## src/include/ebpa_consts.svh

```systemverilog
// register offsets, field positions, reset values and counts of the bus pin logic
`ifndef EBPA_CONSTS_SVH
`define EBPA_CONSTS_SVH
// ----------------------------------------
// register byte offsets (low address byte)
// ----------------------------------------
`define EBPA_CTRL_OFS 8'h00
`define EBPA_BANKPAR_OFS 8'h04
`define EBPA_IRQSEL_OFS 8'h08
`define EBPA_STATUS_OFS 8'h0c
// ----------------------------------------
// control fields
// ----------------------------------------
`define EBPA_CTRL_EXTARB 0
`define EBPA_CTRL_OTHERPAR 1
`define EBPA_CTRL_EVENPAR 2
`define EBPA_CTRL_PRIO_LO 4
`define EBPA_CTRL_RESET 32'h0000_0000
`define EBPA_BANKPAR_RESET 8'h00
// ----------------------------------------
// interrupt select fields
// ----------------------------------------
`define EBPA_IRQSEL_CR 4
`define EBPA_IRQSEL_KR 5
`define EBPA_IRQSEL_FRZ 6
`define EBPA_IRQSEL_RESET 7'h00
// ----------------------------------------
// status fields
// ----------------------------------------
`define EBPA_ST_OWNED 0
`define EBPA_ST_PARERR 1
`define EBPA_ST_TIMEOUT 2
`define EBPA_ST_LANE_LO 4
`define EBPA_ST_STATE_LO 8
// ----------------------------------------
// timing
// ----------------------------------------
`define EBPA_MON_CYCLES 256
`endif

```

## src/include/ebpa_pkg.sv

```systemverilog
// types shared by the bus pin logic modules
package ebpa_pkg;
    typedef enum logic [2:0] {
        ST_IDLE = 3'b000,
        ST_REQ = 3'b001,
        ST_WAITBB = 3'b010,
        ST_DATA = 3'b011,
        ST_DONE = 3'b100
    } ebpa_state_type;
    typedef enum logic [1:0] {
        PORT32 = 2'b00,
        PORT8 = 2'b01,
        PORT16 = 2'b10
    } ebpa_port_type;
    // pin levels, data bit 31 carries bus bit D0 (the msb)
    typedef struct packed {
        logic [31:0] data;
        logic [3:0] par;
        logic brN;
        logic bgN;
        logic bbN;
        logic taN;
        logic cr;
        logic kr;
        logic debug_freeze;
    } ebpa_pins_type;
    typedef struct packed {
        logic req;
        logic write;
        logic bankHit;
        logic [2:0] bank;
        logic [2:0] prio;
        ebpa_port_type size;
        logic [31:0] wdata;
    } ebpa_xfer_type;
    typedef struct packed {
        logic done;
        logic timeout;
        logic parErr;
        logic [31:0] rdata;
    } ebpa_resp_type;
endpackage

```

## src/hw/ebpa_sync.sv

```systemverilog
// two-flop synchroniser for pin levels
`timescale 1ns/1ns
module ebpa_sync #(
    parameter int W = 1,
    parameter logic [W-1:0] INIT = '0
) (
    input wire logic clk,
    input wire logic resetn,
    input wire logic [W-1:0] d,
    output logic [W-1:0] q
);
    logic [W-1:0] metaQ;
    // first stage feeds only the second; reset loads the idle levels of the pins
    always_ff @(posedge clk or negedge resetn) begin
        if (!resetn) begin
            metaQ <= INIT;
            q <= INIT;
        end else begin
            metaQ <= d;
            q <= metaQ;
        end
    end
endmodule // ebpa_sync

```

## src/hw/ebpa_parity.sv

```systemverilog
// per byte lane parity of a 32-bit word, lane 0 in the top byte
`timescale 1ns/1ns
module ebpa_parity (
    input wire logic [31:0] data,
    input wire logic even,
    output logic [3:0] par
);
    function automatic logic lanePar(input logic [7:0] b, input logic ev);
        lanePar = (^b) ^ ~ev;
    endfunction
    // lane i covers bus bits 8i..8i+7, i.e. vector bits 31-8i down to 24-8i
    always_comb begin
        for (int i = 0; i < 4; i++) begin
            par[i] = lanePar(data[31-8*i -: 8], even);
        end
    end
endmodule // ebpa_parity

```

## src/hw/ebpa_arbiter.sv

```systemverilog
// external bus pin logic: sized transfers, lane parity, arbitration, shared irq lines
//
// Notes on behaviour
// - transfers are sized to 8, 16 or 32 bits by the slave port width
// - bus bit D0 is the msb; it sits in vector bit 31
// - one parity bit per byte lane, lane 0 on D0-D7 through lane 3
// - parity enable per memory bank plus one enable for other slaves
// - parity only driven and checked on our own transfers
// - each lane parity pin may serve as an interrupt request input
// - ext_int_req3 is the and of lane 0 parity and cancel reservation
// - ext_int_req4 is the and of lane 1 parity and kill reservation
// - ext_int_req6 is the and of lane 3 parity and debug freeze
// - with the internal arbiter bus request is an input
// - with an external arbiter we drive bus request before each transfer
// - internal arbiter grants an external master that outranks our request
// - with an external arbiter bus grant is an input
// - the owner holds bus busy low while it owns the bus
// - we take bus busy only when granted and bus busy is free
// - bus monitor timeout pulses transfer error and ends the cycle
`timescale 1ns/1ns
`include "ebpa_consts.svh"
module ebpa_arbiter #(
    parameter int MON_CYCLES = `EBPA_MON_CYCLES
) (
    input wire logic clk,
    input wire logic resetn,
    input wire logic hsel,
    input wire logic [31:0] haddr,
    input wire logic [1:0] htrans,
    input wire logic hwrite,
    input wire logic [2:0] hsize,
    input wire logic [31:0] hwdata,
    input wire logic hready,
    output logic hreadyout,
    output logic hresp,
    output logic [31:0] hrdata,
    input wire ebpa_pkg::ebpa_xfer_type xfer,
    output ebpa_pkg::ebpa_resp_type resp,
    output logic busOwned,
    input wire ebpa_pkg::ebpa_pins_type pinsIn,
    output logic [31:0] dataOut,
    output logic [31:0] dataOe,
    output logic [3:0] laneParityOut,
    output logic [3:0] laneParityOe,
    output logic busRequestNOut,
    output logic busRequestNOe,
    output logic busGrantNOut,
    output logic busGrantNOe,
    output logic busBusyNOut,
    output logic busBusyNOe,
    output logic transferErrorNOut,
    output logic transferErrorNOe,
    output logic extIntReq3N,
    output logic extIntReq4N,
    output logic extIntReq5N,
    output logic extIntReq6N
);
    localparam int MW = $clog2(MON_CYCLES + 1);
    localparam logic [MW-1:0] MON_LAST = MW'(MON_CYCLES - 1);

    ebpa_pkg::ebpa_pins_type pins;
    ebpa_pkg::ebpa_state_type state_q;
    logic [31:0] ctrl_q;
    logic [7:0] bankPar_q;
    logic [6:0] irqSel_q;
    logic parErr_q, timeout_q;
    logic [3:0] laneErr_q;
    logic [7:0] addr_q;
    logic wr_q, sel_q;
    logic grantExt_q, teaPulse_q;
    logic [MW-1:0] mon_q;
    logic [1:0] beatLeft_q;
    logic [31:0] shift_q, rd_q;
    logic write_q, parEn_q;
    ebpa_pkg::ebpa_port_type size_q;
    logic extArb, evenPar, wrEn, taSeen, lastBeat, monDone, parCheck;
    logic [3:0] genPar, rxPar, mask, mism;

    // ----------------------------------------
    // helpers
    // ----------------------------------------
    function automatic logic [3:0] laneMask(input ebpa_pkg::ebpa_port_type s);
        unique case (s)
            ebpa_pkg::PORT8: laneMask = 4'h1;
            ebpa_pkg::PORT16: laneMask = 4'h3;
            default: laneMask = 4'hf;
        endcase
    endfunction
    function automatic logic [5:0] portBits(input ebpa_pkg::ebpa_port_type s);
        unique case (s)
            ebpa_pkg::PORT8: portBits = 6'h08;
            ebpa_pkg::PORT16: portBits = 6'h10;
            default: portBits = 6'h20;
        endcase
    endfunction

    // ----------------------------------------
    // pin synchronisers and parity units
    // ----------------------------------------
    ebpa_sync #(.W($bits(ebpa_pkg::ebpa_pins_type)), .INIT({32'h0, 4'hf, 7'h7f})) u_sync (
        .clk(clk),
        .resetn(resetn),
        .d(pinsIn),
        .q(pins) // strobes reset high, so no false grant or ack follows reset
    );
    ebpa_parity u_gen (
        .data(shift_q),
        .even(evenPar),
        .par(genPar)
    );
    ebpa_parity u_chk (
        .data(pins.data),
        .even(evenPar),
        .par(rxPar)
    );

    assign extArb = ctrl_q[`EBPA_CTRL_EXTARB];
    assign evenPar = ctrl_q[`EBPA_CTRL_EVENPAR];
    assign mask = laneMask(size_q);
    assign taSeen = (state_q == ebpa_pkg::ST_DATA) && !pins.taN;
    assign lastBeat = (beatLeft_q == 2'h0);
    assign monDone = (state_q == ebpa_pkg::ST_DATA) && pins.taN && (mon_q == MON_LAST);
    // only our own reads with parity enabled are checked; irq lanes carry no parity
    assign parCheck = taSeen && !write_q && parEn_q;
    assign mism = (rxPar ^ pins.par) & mask & ~irqSel_q[3:0];

    // ----------------------------------------
    // ahb-lite slave, zero wait states
    // ----------------------------------------
    assign hreadyout = 1'b1;
    assign hresp = 1'b0;
    assign wrEn = sel_q && wr_q;

    // address phase capture
    always_ff @(posedge clk or negedge resetn) begin
        if (!resetn) begin
            addr_q <= 8'h00;
            wr_q <= 1'b0;
            sel_q <= 1'b0;
        end else if (hready) begin
            sel_q <= hsel && htrans[1];
            addr_q <= haddr[7:0];
            wr_q <= hwrite;
        end
    end

    // read data is registered at the address phase so it stands in the data phase
    always_ff @(posedge clk or negedge resetn) begin
        if (!resetn) begin
            hrdata <= 32'h0000_0000;
        end else if (hready && hsel && htrans[1] && !hwrite) begin
            unique case (haddr[7:0])
                `EBPA_CTRL_OFS: hrdata <= ctrl_q;
                `EBPA_BANKPAR_OFS: hrdata <= {24'h000000, bankPar_q};
                `EBPA_IRQSEL_OFS: hrdata <= {25'h0000000, irqSel_q};
                `EBPA_STATUS_OFS: hrdata <= {21'h000000, state_q, laneErr_q, 1'b0,
                    timeout_q, parErr_q, busOwned};
                default: hrdata <= 32'h0000_0000; // unmapped reads zero
            endcase
        end
    end

    // configuration registers; changing mode mid transfer is the user's hazard
    always_ff @(posedge clk or negedge resetn) begin
        if (!resetn) begin
            ctrl_q <= `EBPA_CTRL_RESET;
            bankPar_q <= `EBPA_BANKPAR_RESET;
            irqSel_q <= `EBPA_IRQSEL_RESET;
        end else if (wrEn) begin
            if (addr_q == `EBPA_CTRL_OFS) ctrl_q <= {25'h0000000, hwdata[6:4], 1'b0, hwdata[2:0]};
            if (addr_q == `EBPA_BANKPAR_OFS) bankPar_q <= hwdata[7:0];
            if (addr_q == `EBPA_IRQSEL_OFS) irqSel_q <= hwdata[6:0];
        end
    end

    // sticky error flags, write one to clear; a new event wins over the clear
    always_ff @(posedge clk or negedge resetn) begin
        if (!resetn) begin
            parErr_q <= 1'b0;
            timeout_q <= 1'b0;
            laneErr_q <= 4'h0;
        end else begin
            if (wrEn && addr_q == `EBPA_STATUS_OFS) begin
                parErr_q <= hwdata[`EBPA_ST_PARERR] ? 1'b0 : parErr_q;
                timeout_q <= hwdata[`EBPA_ST_TIMEOUT] ? 1'b0 : timeout_q;
                laneErr_q <= laneErr_q & ~hwdata[7:4];
            end
            if (parCheck && |mism) begin
                parErr_q <= 1'b1;
                laneErr_q <= (wrEn && addr_q == `EBPA_STATUS_OFS ?
                    laneErr_q & ~hwdata[7:4] : laneErr_q) | mism;
            end
            if (monDone) timeout_q <= 1'b1;
        end
    end

    // ----------------------------------------
    // internal arbiter grant to an external master
    // ----------------------------------------
    // granted when its request outranks a pending request of ours, held while it asks
    always_ff @(posedge clk or negedge resetn) begin
        if (!resetn) begin
            grantExt_q <= 1'b0;
        end else if (extArb || pins.brN) begin
            grantExt_q <= 1'b0;
        end else if (state_q == ebpa_pkg::ST_IDLE || state_q == ebpa_pkg::ST_WAITBB) begin
            if (!xfer.req || ctrl_q[6:4] > xfer.prio) grantExt_q <= 1'b1;
        end
    end

    // ----------------------------------------
    // transfer sequencer
    // ----------------------------------------
    always_ff @(posedge clk or negedge resetn) begin
        if (!resetn) begin
            state_q <= ebpa_pkg::ST_IDLE;
        end else begin
            unique case (state_q)
                ebpa_pkg::ST_IDLE:
                    if (xfer.req && !grantExt_q) begin
                        state_q <= extArb ? ebpa_pkg::ST_REQ : ebpa_pkg::ST_WAITBB;
                    end
                ebpa_pkg::ST_REQ:
                    if (!pins.bgN && pins.bbN) state_q <= ebpa_pkg::ST_DATA;
                ebpa_pkg::ST_WAITBB:
                    if (!grantExt_q && pins.bbN) state_q <= ebpa_pkg::ST_DATA;
                ebpa_pkg::ST_DATA:
                    if ((taSeen && lastBeat) || monDone) state_q <= ebpa_pkg::ST_DONE;
                ebpa_pkg::ST_DONE:
                    state_q <= ebpa_pkg::ST_IDLE;
            endcase
        end
    end

    // transfer attributes and data shifter; narrow ports take several beats
    always_ff @(posedge clk or negedge resetn) begin
        if (!resetn) begin
            shift_q <= 32'h0000_0000;
            rd_q <= 32'h0000_0000;
            beatLeft_q <= 2'h0;
            size_q <= ebpa_pkg::PORT32;
            write_q <= 1'b0;
            parEn_q <= 1'b0;
        end else if (state_q == ebpa_pkg::ST_IDLE && xfer.req) begin
            shift_q <= xfer.wdata;
            size_q <= xfer.size;
            beatLeft_q <= xfer.size == ebpa_pkg::PORT8 ? 2'h3 :
                (xfer.size == ebpa_pkg::PORT16 ? 2'h1 : 2'h0);
            write_q <= xfer.write;
            parEn_q <= xfer.bankHit ? bankPar_q[xfer.bank] :
                ctrl_q[`EBPA_CTRL_OTHERPAR];
        end else if (taSeen) begin
            // earlier beats land in the more significant bits, D0 first
            shift_q <= shift_q << portBits(size_q);
            rd_q <= size_q == ebpa_pkg::PORT32 ? pins.data :
                (rd_q << portBits(size_q)) | (pins.data >> (6'h20 - portBits(size_q)));
            beatLeft_q <= beatLeft_q - 2'h1;
        end
    end

    // bus monitor counts each beat separately
    always_ff @(posedge clk or negedge resetn) begin
        if (!resetn) begin
            mon_q <= '0;
        end else if (state_q != ebpa_pkg::ST_DATA || taSeen) begin
            mon_q <= '0;
        end else if (mon_q != MON_LAST) begin
            mon_q <= mon_q + MW'(1);
        end
    end

    // one-cycle transfer error pulse on timeout
    always_ff @(posedge clk or negedge resetn) begin
        if (!resetn) teaPulse_q <= 1'b0;
        else teaPulse_q <= monDone;
    end

    // answer to the internal requester
    always_ff @(posedge clk or negedge resetn) begin
        if (!resetn) begin
            resp <= '0;
        end else begin
            resp.done <= (taSeen && lastBeat) || monDone;
            resp.timeout <= monDone;
            resp.parErr <= parCheck && |mism;
            resp.rdata <= (taSeen && lastBeat && !write_q) ? (size_q == ebpa_pkg::PORT32 ?
                pins.data : (rd_q << portBits(size_q)) |
                (pins.data >> (6'h20 - portBits(size_q)))) : resp.rdata;
        end
    end

    // shared interrupt lines, active low; an unselected pin leaves the and high
    always_ff @(posedge clk or negedge resetn) begin
        if (!resetn) begin
            extIntReq3N <= 1'b1;
            extIntReq4N <= 1'b1;
            extIntReq5N <= 1'b1;
            extIntReq6N <= 1'b1;
        end else begin
            extIntReq3N <= (pins.par[0] | ~irqSel_q[0]) &
                (pins.cr | ~irqSel_q[`EBPA_IRQSEL_CR]);
            extIntReq4N <= (pins.par[1] | ~irqSel_q[1]) &
                (pins.kr | ~irqSel_q[`EBPA_IRQSEL_KR]);
            extIntReq5N <= pins.par[2] | ~irqSel_q[2];
            extIntReq6N <= (pins.par[3] | ~irqSel_q[3]) &
                (pins.debug_freeze | ~irqSel_q[`EBPA_IRQSEL_FRZ]);
        end
    end

    // ----------------------------------------
    // pin drivers
    // ----------------------------------------
    assign busOwned = state_q == ebpa_pkg::ST_DATA;
    assign dataOut = shift_q;
    assign dataOe = busOwned && write_q ? {{8{mask[0]}}, {8{mask[1]}},
        {8{mask[2]}}, {8{mask[3]}}} : 32'h0000_0000;
    assign laneParityOut = genPar;
    // external masters' cycles never see our parity driven
    assign laneParityOe = (busOwned && write_q && parEn_q) ? mask & ~irqSel_q[3:0] : 4'h0;
    assign busRequestNOut = 1'b0;
    assign busRequestNOe = extArb && state_q == ebpa_pkg::ST_REQ;
    assign busGrantNOut = 1'b0;
    assign busGrantNOe = !extArb && grantExt_q;
    // busy is driven low while owned, then high one cycle before release
    assign busBusyNOut = !busOwned;
    assign busBusyNOe = busOwned || state_q == ebpa_pkg::ST_DONE;
    assign transferErrorNOut = 1'b0;
    assign transferErrorNOe = teaPulse_q;

    // ----------------------------------------
    // checks
    // ----------------------------------------
    property p_takeBusy;
        @(posedge clk) disable iff (!resetn)
        $rose(busOwned) |-> $past(pins.bbN) && ($past(!pins.bgN) || !extArb);
    endproperty
    a_takeBusy: assert property (p_takeBusy) else $error("busy taken while bus not free");
    property p_holdBusy;
        @(posedge clk) disable iff (!resetn)
        busOwned |-> busBusyNOe && !busBusyNOut;
    endproperty
    a_holdBusy: assert property (p_holdBusy) else $error("busy not held while owner");
    property p_request;
        @(posedge clk) disable iff (!resetn)
        $rose(busOwned) && extArb |-> $past(busRequestNOe) && !busRequestNOe;
    endproperty
    a_request: assert property (p_request) else $error("no bus request before transfer");
    property p_brInput;
        @(posedge clk) disable iff (!resetn)
        !extArb |-> !busRequestNOe;
    endproperty
    a_brInput: assert property (p_brInput) else $error("request driven in internal mode");
    property p_bgInput;
        @(posedge clk) disable iff (!resetn)
        extArb |-> !busGrantNOe;
    endproperty
    a_bgInput: assert property (p_bgInput) else $error("grant driven in external mode");
    property p_grant;
        @(posedge clk) disable iff (!resetn)
        !extArb && !pins.brN && state_q == ebpa_pkg::ST_IDLE && !xfer.req
            && $stable(extArb) ##1 !pins.brN && !extArb |-> busGrantNOe && !busGrantNOut;
    endproperty
    a_grant: assert property (p_grant) else $error("external request not granted");
    property p_ext_int_req3;
        @(posedge clk) disable iff (!resetn)
        irqSel_q[0] && irqSel_q[`EBPA_IRQSEL_CR] && $stable(irqSel_q)
            |=> extIntReq3N == ($past(pins.par[0]) & $past(pins.cr));
    endproperty
    a_ext_int_req3: assert property (p_ext_int_req3) else $error("ext_int_req3 is not the and of its pins");
    property p_tea;
        @(posedge clk) disable iff (!resetn)
        monDone |=> transferErrorNOe && state_q == ebpa_pkg::ST_DONE ##1 !transferErrorNOe;
    endproperty
    a_tea: assert property (p_tea) else $error("timeout without transfer error pulse");
    property p_parOwn;
        @(posedge clk) disable iff (!resetn)
        !busOwned |-> laneParityOe == 4'h0 && dataOe == 32'h0000_0000;
    endproperty
    a_parOwn: assert property (p_parOwn) else $error("parity driven outside own cycle");
    property p_parErr;
        @(posedge clk) disable iff (!resetn)
        parCheck && |mism |=> parErr_q && resp.parErr && (laneErr_q & $past(mism)) == $past(mism);
    endproperty
    a_parErr: assert property (p_parErr) else $error("parity mismatch not flagged");
endmodule // ebpa_arbiter

```

## config.mk

```make
export PLATFORM = sky130hd
export DESIGN_NAME = ebpa_arbiter
export DESIGN_NICKNAME = d
export VERILOG_FILES = /design/src/include/ebpa_pkg.sv /design/src/hw/ebpa_sync.sv /design/src/hw/ebpa_parity.sv /design/src/hw/ebpa_arbiter.sv
export VERILOG_INCLUDE_DIRS = /design/src /design/src/include
export SDC_FILE = /design/constraint.sdc
export NUM_CORES = 1
export LEC_CHECK = 0
export BUFFER_PORTS_ARGS = -buffer_cell sky130_fd_sc_hd__buf_2
export CAP_MARGIN = 25
export CORE_MARGIN = 1
export CORE_UTILIZATION = 48
export DETAILED_ROUTE_END_ITERATION = 10
export PLACE_DENSITY = 0.79
export SYNTH_ARGS = -nofsm -noshare
export SYNTH_HDL_FRONTEND = slang
export SYNTH_SLANG_ARGS = --single-unit
export TNS_END_PERCENT = 5
```

## constraint.sdc

```tcl
create_clock -name clk -period 2.25 [get_ports clk]
set_input_delay 0.1125 -clock clk [delete_from_list [all_inputs] [get_ports clk]]
set_output_delay 0.1125 -clock clk [all_outputs]
set_load 0.02 [all_outputs]
```

## Word-level counts from Yosys, hierarchy flattened

Cells that the tools add are included.

| cells by class | value |
|---|---|
| add/subtract/negate cells | 4 |
| order comparisons | 2 |
| reduce and logical (&&, ||, !) cells | 66 |
| bitwise operators | 37 |
| shift-type cells | 5 |
| equal/unequal tests | 21 |
| mux-type cells | 37 |

Operators by type and width:

| cell | count |
|---|---|
| $mux 32 | 5 |
| $shl 32x6->32 | 3 |
| $or 32x32->32 | 2 |
| $reduce_xor 8->1 | 8 |
| $shr 32x6->32 | 2 |
| $pmux 11 s4 | 1 |
| $eq 8x4->1 const B | 4 |
| $logic_and 1x1->1 | 22 |
| $mux 9 | 2 |
| $and 4x4->4 | 4 |
| $eq 8x3->1 const B | 2 |
| $logic_not 8->1 | 2 |
| $reduce_bool 2->1 | 8 |
| $pmux 3 s5 | 1 |
| $reduce_and 2->1 | 7 |
| $mux 1 | 12 |
| $mux 3 | 4 |
| $mux 4 | 3 |
| $mux 6 | 2 |
| $pmux 6 s2 | 1 |
| $sub 6x6->6 const A | 2 |
| $add 9x1->9 const B | 1 |
| $eq 9x8->1 const B | 1 |
| $ne 9x8->1 const B | 1 |
| other kinds (27) | 72 |

| word-level totals | value |
|---|---|
| output and inout port bits | 154 |
| flip-flop bits (word level) | 277 |
| word-level logic and storage cells | 201 |

## Logic depth before layout (Yosys ltp)

Gate-level depths: netlist of the first run.

| depth | value |
|---|---|
| depth in word-level cells | 9 |
| gate-level depth with buffers | 11 |

## Modules after synthesis

Synthesis of the first run repeated with hierarchy kept, for this count alone.

| second synthesis, totals | value |
|---|---|
| cell total of the unflattened synthesis | 1097 |
| area, all modules | 12209.2 µm² |

Modules (own cells, without submodules):

| module | seq. area each (µm²) | cells each | times used | area each (µm²) |
|---|---|---|---|---|
| ebpa_arbiter | 4259.1 | 953 | 1 | 9419.0 |
| ebpa_sync | 2179.6 | 86 | 1 | 2179.6 |
| ebpa_parity | 0.0 | 29 | 2 | 305.3 |

## Worst setup path after synthesis of the first run

Ideal clock, no wire load.

| timing | value |
|---|---|
| kind | register to output |
| start | register size_q[0] |
| end | output port dataOe[10] |
| path slack | -0.205 ns |
| data required time | 2.138 ns |
| stages on the path, launching flop included | 8 |
| arrival | 2.342 ns |
| cell sequence | dfrtp_1 -> inv_1 -> ha_1 -> clkbuf_1 -> clkbuf_1 -> clkbuf_1 -> nor2_1 -> buf_4 |

| on the way | value |
|---|---|
| cells in the longest elaborated chain, start to end | 3 |
| elaborated cells between the ends (all ways) | 4 |

RTL lines:

| item | line | RTL |
|---|---|---|
| from (decl) | ebpa_arbiter.sv:75 | `ebpa_pkg::ebpa_port_type size_q;` |
| from (signal assigned) | ebpa_arbiter.sv:241 | `size_q <= ebpa_pkg::PORT32;` |
| from (signal assigned) | ebpa_arbiter.sv:246 | `size_q <= xfer.size;` |
| $eq 2x2->1 / $eq 2x1->1 (equally long branches) | ebpa_arbiter.sv:83 | `unique case (s)` |
| $pmux 4 s2 (*) | ebpa_arbiter.sv:83 |  |
| $mux 32 (*) | ebpa_arbiter.sv:315 | `assign dataOe = busOwned && write_q ? {{8{mask[0]}}, {8{mask[1]}},` |
| to (decl) | ebpa_arbiter.sv:42 | `output logic [31:0] dataOe,` |

Every way passes the cells marked *; elsewhere a longest branch is shown, timed or not.

## Final worst setup path of the first run

| timing | value |
|---|---|
| start | register size_q[1] |
| end | output port dataOe[15] |

Same word-level chain as after synthesis.

==> metrics, run 1 <==
Via Count 9,593; Hold/Removal Path Class in -> reg; dominant synthesized flop cell dfrtp_1; FILL cells 1,859; P&R area growth vs syn 28.00%; WL/cell 18.16 um; Worst Tran Pin Value 0.6587 ns; RSZ-0062 raised after global routing true; Core Rows 57; Tmin final 2.203 ns; maxcap violations 0; Sum Neg Setup Slack 0 ns; post-synth cell types 57; # port buffers 235; Clock Sinks 256; grt ovf 0; Residual DRC 0; DR pass1 iterations 5; Detail Route Antenna Nets 0; switching part of the total 41.30%; CP Launch Type flip-flop; commonest cells after routing, fill and taps aside buf_2, dfrtp_1, nand2_1; Cell Int Power 12,100 uW; Reg power frac 31.5%; achievable frequency 453.9 MHz; max-slew violations 0; Gate Count Post-Synth 1,120; CP arrival 2.09 ns; vias in the first global route 9,563; later-pin clock latency in the skew report 0.53 ns; Post-synth ARST share 100.0%; Iteration-0 DRC Markers 751; largest net degree at the start of global routing 83; Mapped Avg Cell Area 10.73 um^2; logic gate share of total power 46.8%; Worst setup EP type output pin; drt total wl 32,210 um; global placer's final weighted congestion 0.9419; Power Total 20,610 uW; final-report hold violation count 0; # setup viols final 0; Tcrit/Tclk final 97.91%; Net count, final 1,599; Core Area 24,460 um^2; EDFF count, synth 0; Max clock buf depth 3; clock slew at reported path FFs 0.06 ns; CTS Root Cell clkbuf_16; number of I/O pins 314; Initial Utilization 49.12%; die area 25,670 um^2; Setup CP Type reg -> out; pwr dens 1340 nW/um^2; post-CTS setup buffer count 0; Peak VDD IR 789.2 uV; Net Sw Power 8510 uW; first-pass GRT wire length 51,600 um; Detailed Place HPWL 21,840 um; Max stage delay on crit path 0.39 ns; Die Ht 160.2 um; #FFs+latches synth 256; delay-heaviest family, CP buffers and inverters; worst rel slew slack 56.08%; crit-path max FO 12; cts bufs inserted 27; CTS tree yes; critical-path cell list inv_1 -> ha_2 -> buf_4 -> nor2_4 -> buf_2; Leakage 0.007189 uW; register area share after synthesis 53.58%; vias per cell 5.408; initial antenna violation count 0; required time of the critical path 2.14 ns; Die X-Extent 160.2 um; gr usage total 25.25%; clock skew 0.008466 ns; part of the power in the clock network 21.7%; # diodes 0; htree depth 1; commonest non-fill, non-tap cell in the layout buf_2; cell area after synthesis 12,020 um^2; yosys warns 0; WP buf/inv 3; slowest cell on the critical path dfrtp_1; share of cells above drive strength 1 28.90%; status completed
[registers in the layout, summed over array words and instances (netlist names), 3 cells and up]
register      cells
state_q           3
mon_q             9
u_sync.metaQ     43
addr_q            8
ctrl_q            6
rd_q             32
u_sync.q         43
irqSel_q          7
dataOut          32
laneErr_q         4
hrdata           11
bankPar_q         8
resp             35
[worst reg2reg max path, cell delays in order, from the launching register on]
cell	delay (ns)
dfrtp_1	0.39
or4_4	0.55
nor4_4	0.28
nand2_1	0.10
nor2_2	0.32
mux2_2	0.39
[per-stage QoR]
step	hold slack, ns	cell area [um^2]	utilization (%)	worst slack, ns	cells
after global routing	0.04020	15380	62.88	-0.03293	1774
after detailed placement	0.1613	13420	54.87	0.1459	1624
final	0.04856	15380	62.88	0.04703	1774
after global placement	0.1574	13420	54.87	0.1598	1624
after floorplan	-0.1831	12110	-	0.07342	1144
after CTS	0.02184	15330	62.68	-0.03814	1773
[logic make-up (layout without fill, tap and decap cells)]
logic type | after synthesis | in the layout | synth area share [%]
fa+ha+maj | 10 | 10 | 1.041
compound gates | 242 | 242 | 12.74
mux | 90 | 90 | 8.819
flops | 256 | 256 | 53.58
simple gates | 295 | 296 | 11.41
xor+xnor | 69 | 69 | 5.487
other cells | 2 | 26 | 0.06250
buf+inv | 156 | 461 | 6.851
[cells in the mapped netlist, types with 3 or more instances]
master,count,area (um^2)
buf_1,5,18.77
nand3_1,19,95.09
dfstp_2,26,683.2
xnor3_1,4,90.09
xor2_1,8,70.07
o22ai_1,22,137.6
o21ai_0,93,465.5
o211ai_1,8,60.06
and2_1,3,18.77
ha_1,10,125.1
mux4_2,8,180.2
a31oi_1,14,87.58
clkbuf_1,43,161.4
mux2i_1,35,350.3
nand2b_1,22,137.6
a221o_1,3,30.03
xnor2_1,57,499.2
a21oi_1,28,140.1
a221oi_1,7,61.31
a22o_1,22,192.7
nor2_1,70,262.8
nand4_1,4,25.02
mux2_2,47,529.3
nor2b_1,15,93.84
nand2_1,125,469.2
buf_4,59,442.9
nor3_1,17,85.08
inv_1,35,131.4
buf_2,13,65.06
dfrtp_1,230,5756
a22oi_1,20,150.1
o221ai_1,14,122.6
or3_1,5,31.28
[layout make-up]
cell class	count	area, um^2	area share [%]
clock inverters	10	86.33	0.5613
inverters	36	137.6	0.8948
multi-input cells	733	4918	31.98
repair buffers	375	2574	16.73
well taps	324	405.4	2.636
clock buffers	40	819.5	5.328
flip-flops and latches	256	6440	41.87
[path summary, 6_finish.rpt]
path                                            start                         to  slack [ns]  cells after the start
max                             size_q[1]$_DFFE_PN0P_                 dataOe[15]        0.05                      5
min                                          haddr[2]      hrdata[7]$_DFFE_PN0P_        0.05                      3
max reg2reg                     addr_q[5]$_DFFE_PN0P_    irqSel_q[4]$_DFFE_PN0P_        0.11                      5
min reg2reg                u_sync.metaQ[35]$_DFF_PN0_     u_sync.q[35]$_DFF_PN0_        0.34                      0
max in group asynchronous                      resetn  u_sync.metaQ[0]$_DFF_PN1_        1.28                      3
min in group asynchronous                      resetn     dataOut[8]$_DFFE_PN0P_        0.19                      2
[timing repair]
| item | CTS | global route |
|---|---|---|
| endpoints found under the setup margin | 21 | 37 |
| gates resized for setup | 5 | 11 |
| pin swaps | 1 | 5 |
| hold buffers | 99 | 0 |
| gates cloned | 0 | 1 |
| hold endpoints to repair | 187 | 0 |
[power groups by stage]
stage	clock network, uW	registers (uW)	logic [uW]
finish	4480	6490	9640
global route	4780	6610	10500
CTS	4560	6470	9460
detailed placement	0	6540	9260
global placement	0	6490	9110
floorplan	0	6910	6010
[per-layer routing]
metal	vias to the layer above	track usage [%]	wire [um]
met1	4700	33.12	13530
met3	76	3.143	1568
met5	-	0	0
met4	0	8.268	1078
li1	4429	-	-
met2	388	43.44	16030
Note: power is estimated with default switching activity, not from simulation.
==> inputs of run 2 (changes only) <==
Settings changed: CELL_PAD_IN_SITES_DETAIL_PLACEMENT set to 0, CELL_PAD_IN_SITES_GLOBAL_PLACEMENT set to 1, CORE_UTILIZATION 48 to 41, HOLD_SLACK_MARGIN set to 0.15, PLACE_DENSITY 0.79 to 0.83.
Clock period 2.25 ns to 2.1 ns, I/O delays scaled along.
==> metrics, run 2 (same netlist as run 1, synthesis figures left out) <==
first-pass GRT wire length 52,160 um; worst rel slew slack 64.18%; DR pass1 iterations 5; Tmin final 2.076 ns; later-pin clock latency in the skew report 0.57 ns; RSZ-0062 raised after global routing true; Setup CP Type reg -> out; CP arrival 1.97 ns; Worst setup EP type output pin; # setup viols final 0; maxcap violations 0; initial antenna violation count 0; Hold/Removal Path Class in -> reg; gr usage total 21.80%; Peak VDD IR 842.6 uV; Core Area 28,780 um^2; Cell Int Power 14,010 uW; max-slew violations 0; Residual DRC 0; clock skew 0.03036 ns; grt ovf 0; required time of the critical path 2.00 ns; commonest non-fill, non-tap cell in the layout dfrtp_1; # port buffers 235; share of cells above drive strength 1 30.49%; # diodes 0; critical-path cell list buf_6 -> xnor2_1 -> xnor2_1 -> xnor2_1 -> xnor2_1 -> buf_2; logic gate share of total power 46.7%; Net count, final 1,637; CTS tree yes; largest net degree at the start of global routing 64; status completed; crit-path max FO 7; number of I/O pins 314; Max stage delay on crit path 0.40 ns; vias per cell 5.071; clock slew at reported path FFs 0.06 ns; CP Launch Type flip-flop; global placer's final weighted congestion 0.8833; switching part of the total 40.04%; Top cell by count, worst path xnor2_1; slowest cell on the critical path dfrtp_1; die area 30,000 um^2; WL/cell 17.58 um; final worst slack 0.02419 ns; Net Sw Power 9352 uW; Leakage 0.007454 uW; CTS Root Cell clkbuf_16; Detail Route Antenna Nets 0; achievable frequency 481.7 MHz; Tcrit/Tclk final 98.85%; htree depth 1; Core Rows 62; pwr dens 1455 nW/um^2; Max clock buf depth 3; Initial Utilization 41.75%; final-report hold violation count 0; Iteration-0 DRC Markers 638; P&R area growth vs syn 33.62%; cts bufs inserted 28; Detailed Place HPWL 22,780 um; drt total wl 32,940 um; Sum Neg Setup Slack 0 ns; vias in the first global route 9,666; commonest cells after routing, fill and taps aside dfrtp_1, buf_2, nand2_1; Top Registers u_sync.metaQ: 43 flops, u_sync.q: 43 flops, resp: 35 flops; Clock Sinks 256; part of the power in the clock network 23.6%; worst slack, placed -0.08491 ns; Die X-Extent 173.2 um; Die Ht 173.2 um; Via Count 9,498; Reg power frac 29.7%; Worst Tran Pin Value 0.5372 ns; final hold slack 0.1734 ns
## run 2: cell count changes in the layout (fill, tap and decap cells not counted), moves of 3 or more
cell           delta
buf_2            -17
buf_4            +35
bufinv_16         +6
clkbuf_1          -5
clkbuf_16         -3
clkbuf_8          +3
dlygate4sd3_1    +16
mux2_2            -3
mux2_4            +3
## run 2: cell type report
class	instances	area (um^2)
clock buffer	35	767.0
clock inverter	17	294.0
fill	2436	12720
inverter	36	135.1
multi-input combinational	732	4967
sequential	256	6439
tap	384	480.5
timing repair buffer	413	2974
## run 2: per-layer routing
metal	global-route usage, %	vias up	part of all wire (%)
li1	-	4511	-
met1	29.49	4609	43
met2	37.10	317	50
met3	2.726	61	4.7
met4	5.678	0	2.2
met5	0	-	0
## run 2: critical path: cells and delay by family (launching register included)
family	cells	cell delay, ns
xor+xnor	4	0.65
buf+inv	2	0.36
flops	1	0.40
## run 2: stage by stage
| stage | total power (uW) | std cells | utilization (%) | instance area (um^2) |
|---|---|---|---|---|
| after floorplan | 13850 | 1144 | - | 12110 |
| after global placement | 17090 | 1702 | 47.37 | 13630 |
| after detailed placement | 17250 | 1702 | 47.37 | 13630 |
| after CTS | 23180 | 1872 | 55.34 | 15930 |
| after global routing | 24700 | 1873 | 55.79 | 16060 |
| final | 23360 | 1873 | 55.79 | 16060 |
## run 2: worst paths after layout
check | start | end | slack, ns | depth (start not counted)
max in group asynchronous | resetn | u_sync.q[1]$_DFF_PN1_ | 0.74 | 4
min reg2reg | u_sync.metaQ[19]$_DFF_PN0_ | u_sync.q[19]$_DFF_PN0_ | 0.35 | 0
max reg2reg | addr_q[5]$_DFFE_PN0P_ | bankPar_q[4]$_DFFE_PN0P_ | 0.06 | 7
min | hsel | hrdata[7]$_DFFE_PN0P_ | 0.17 | 3
max | ctrl_q[2]$_DFFE_PN0P_ | laneParityOut[2] | 0.02 | 6
min in group asynchronous | resetn | dataOut[23]$_DFFE_PN0P_ | 0.65 | 3
## run 2: power groups by stage
stage	Combinational (uW)	Clock (uW)	Sequential [uW]
6_report	10900	5520	6940
5_1_grt	11800	5800	7070
4_1_cts	10600	5620	6920
3_5_place_dp	10300	0	6980
3_3_place_gp	10100	0	6960
2_1_floorplan	6440	0	7400
## run 2: repair_timing
item,4_1_cts,5_1_grt
gates cloned,1,0
resized for setup,18,34
pin swaps,5,1
buffers inserted,2,1
hold buffers,115,0
hold endpoints to repair,362,0
endpoints found under the setup margin,54,93
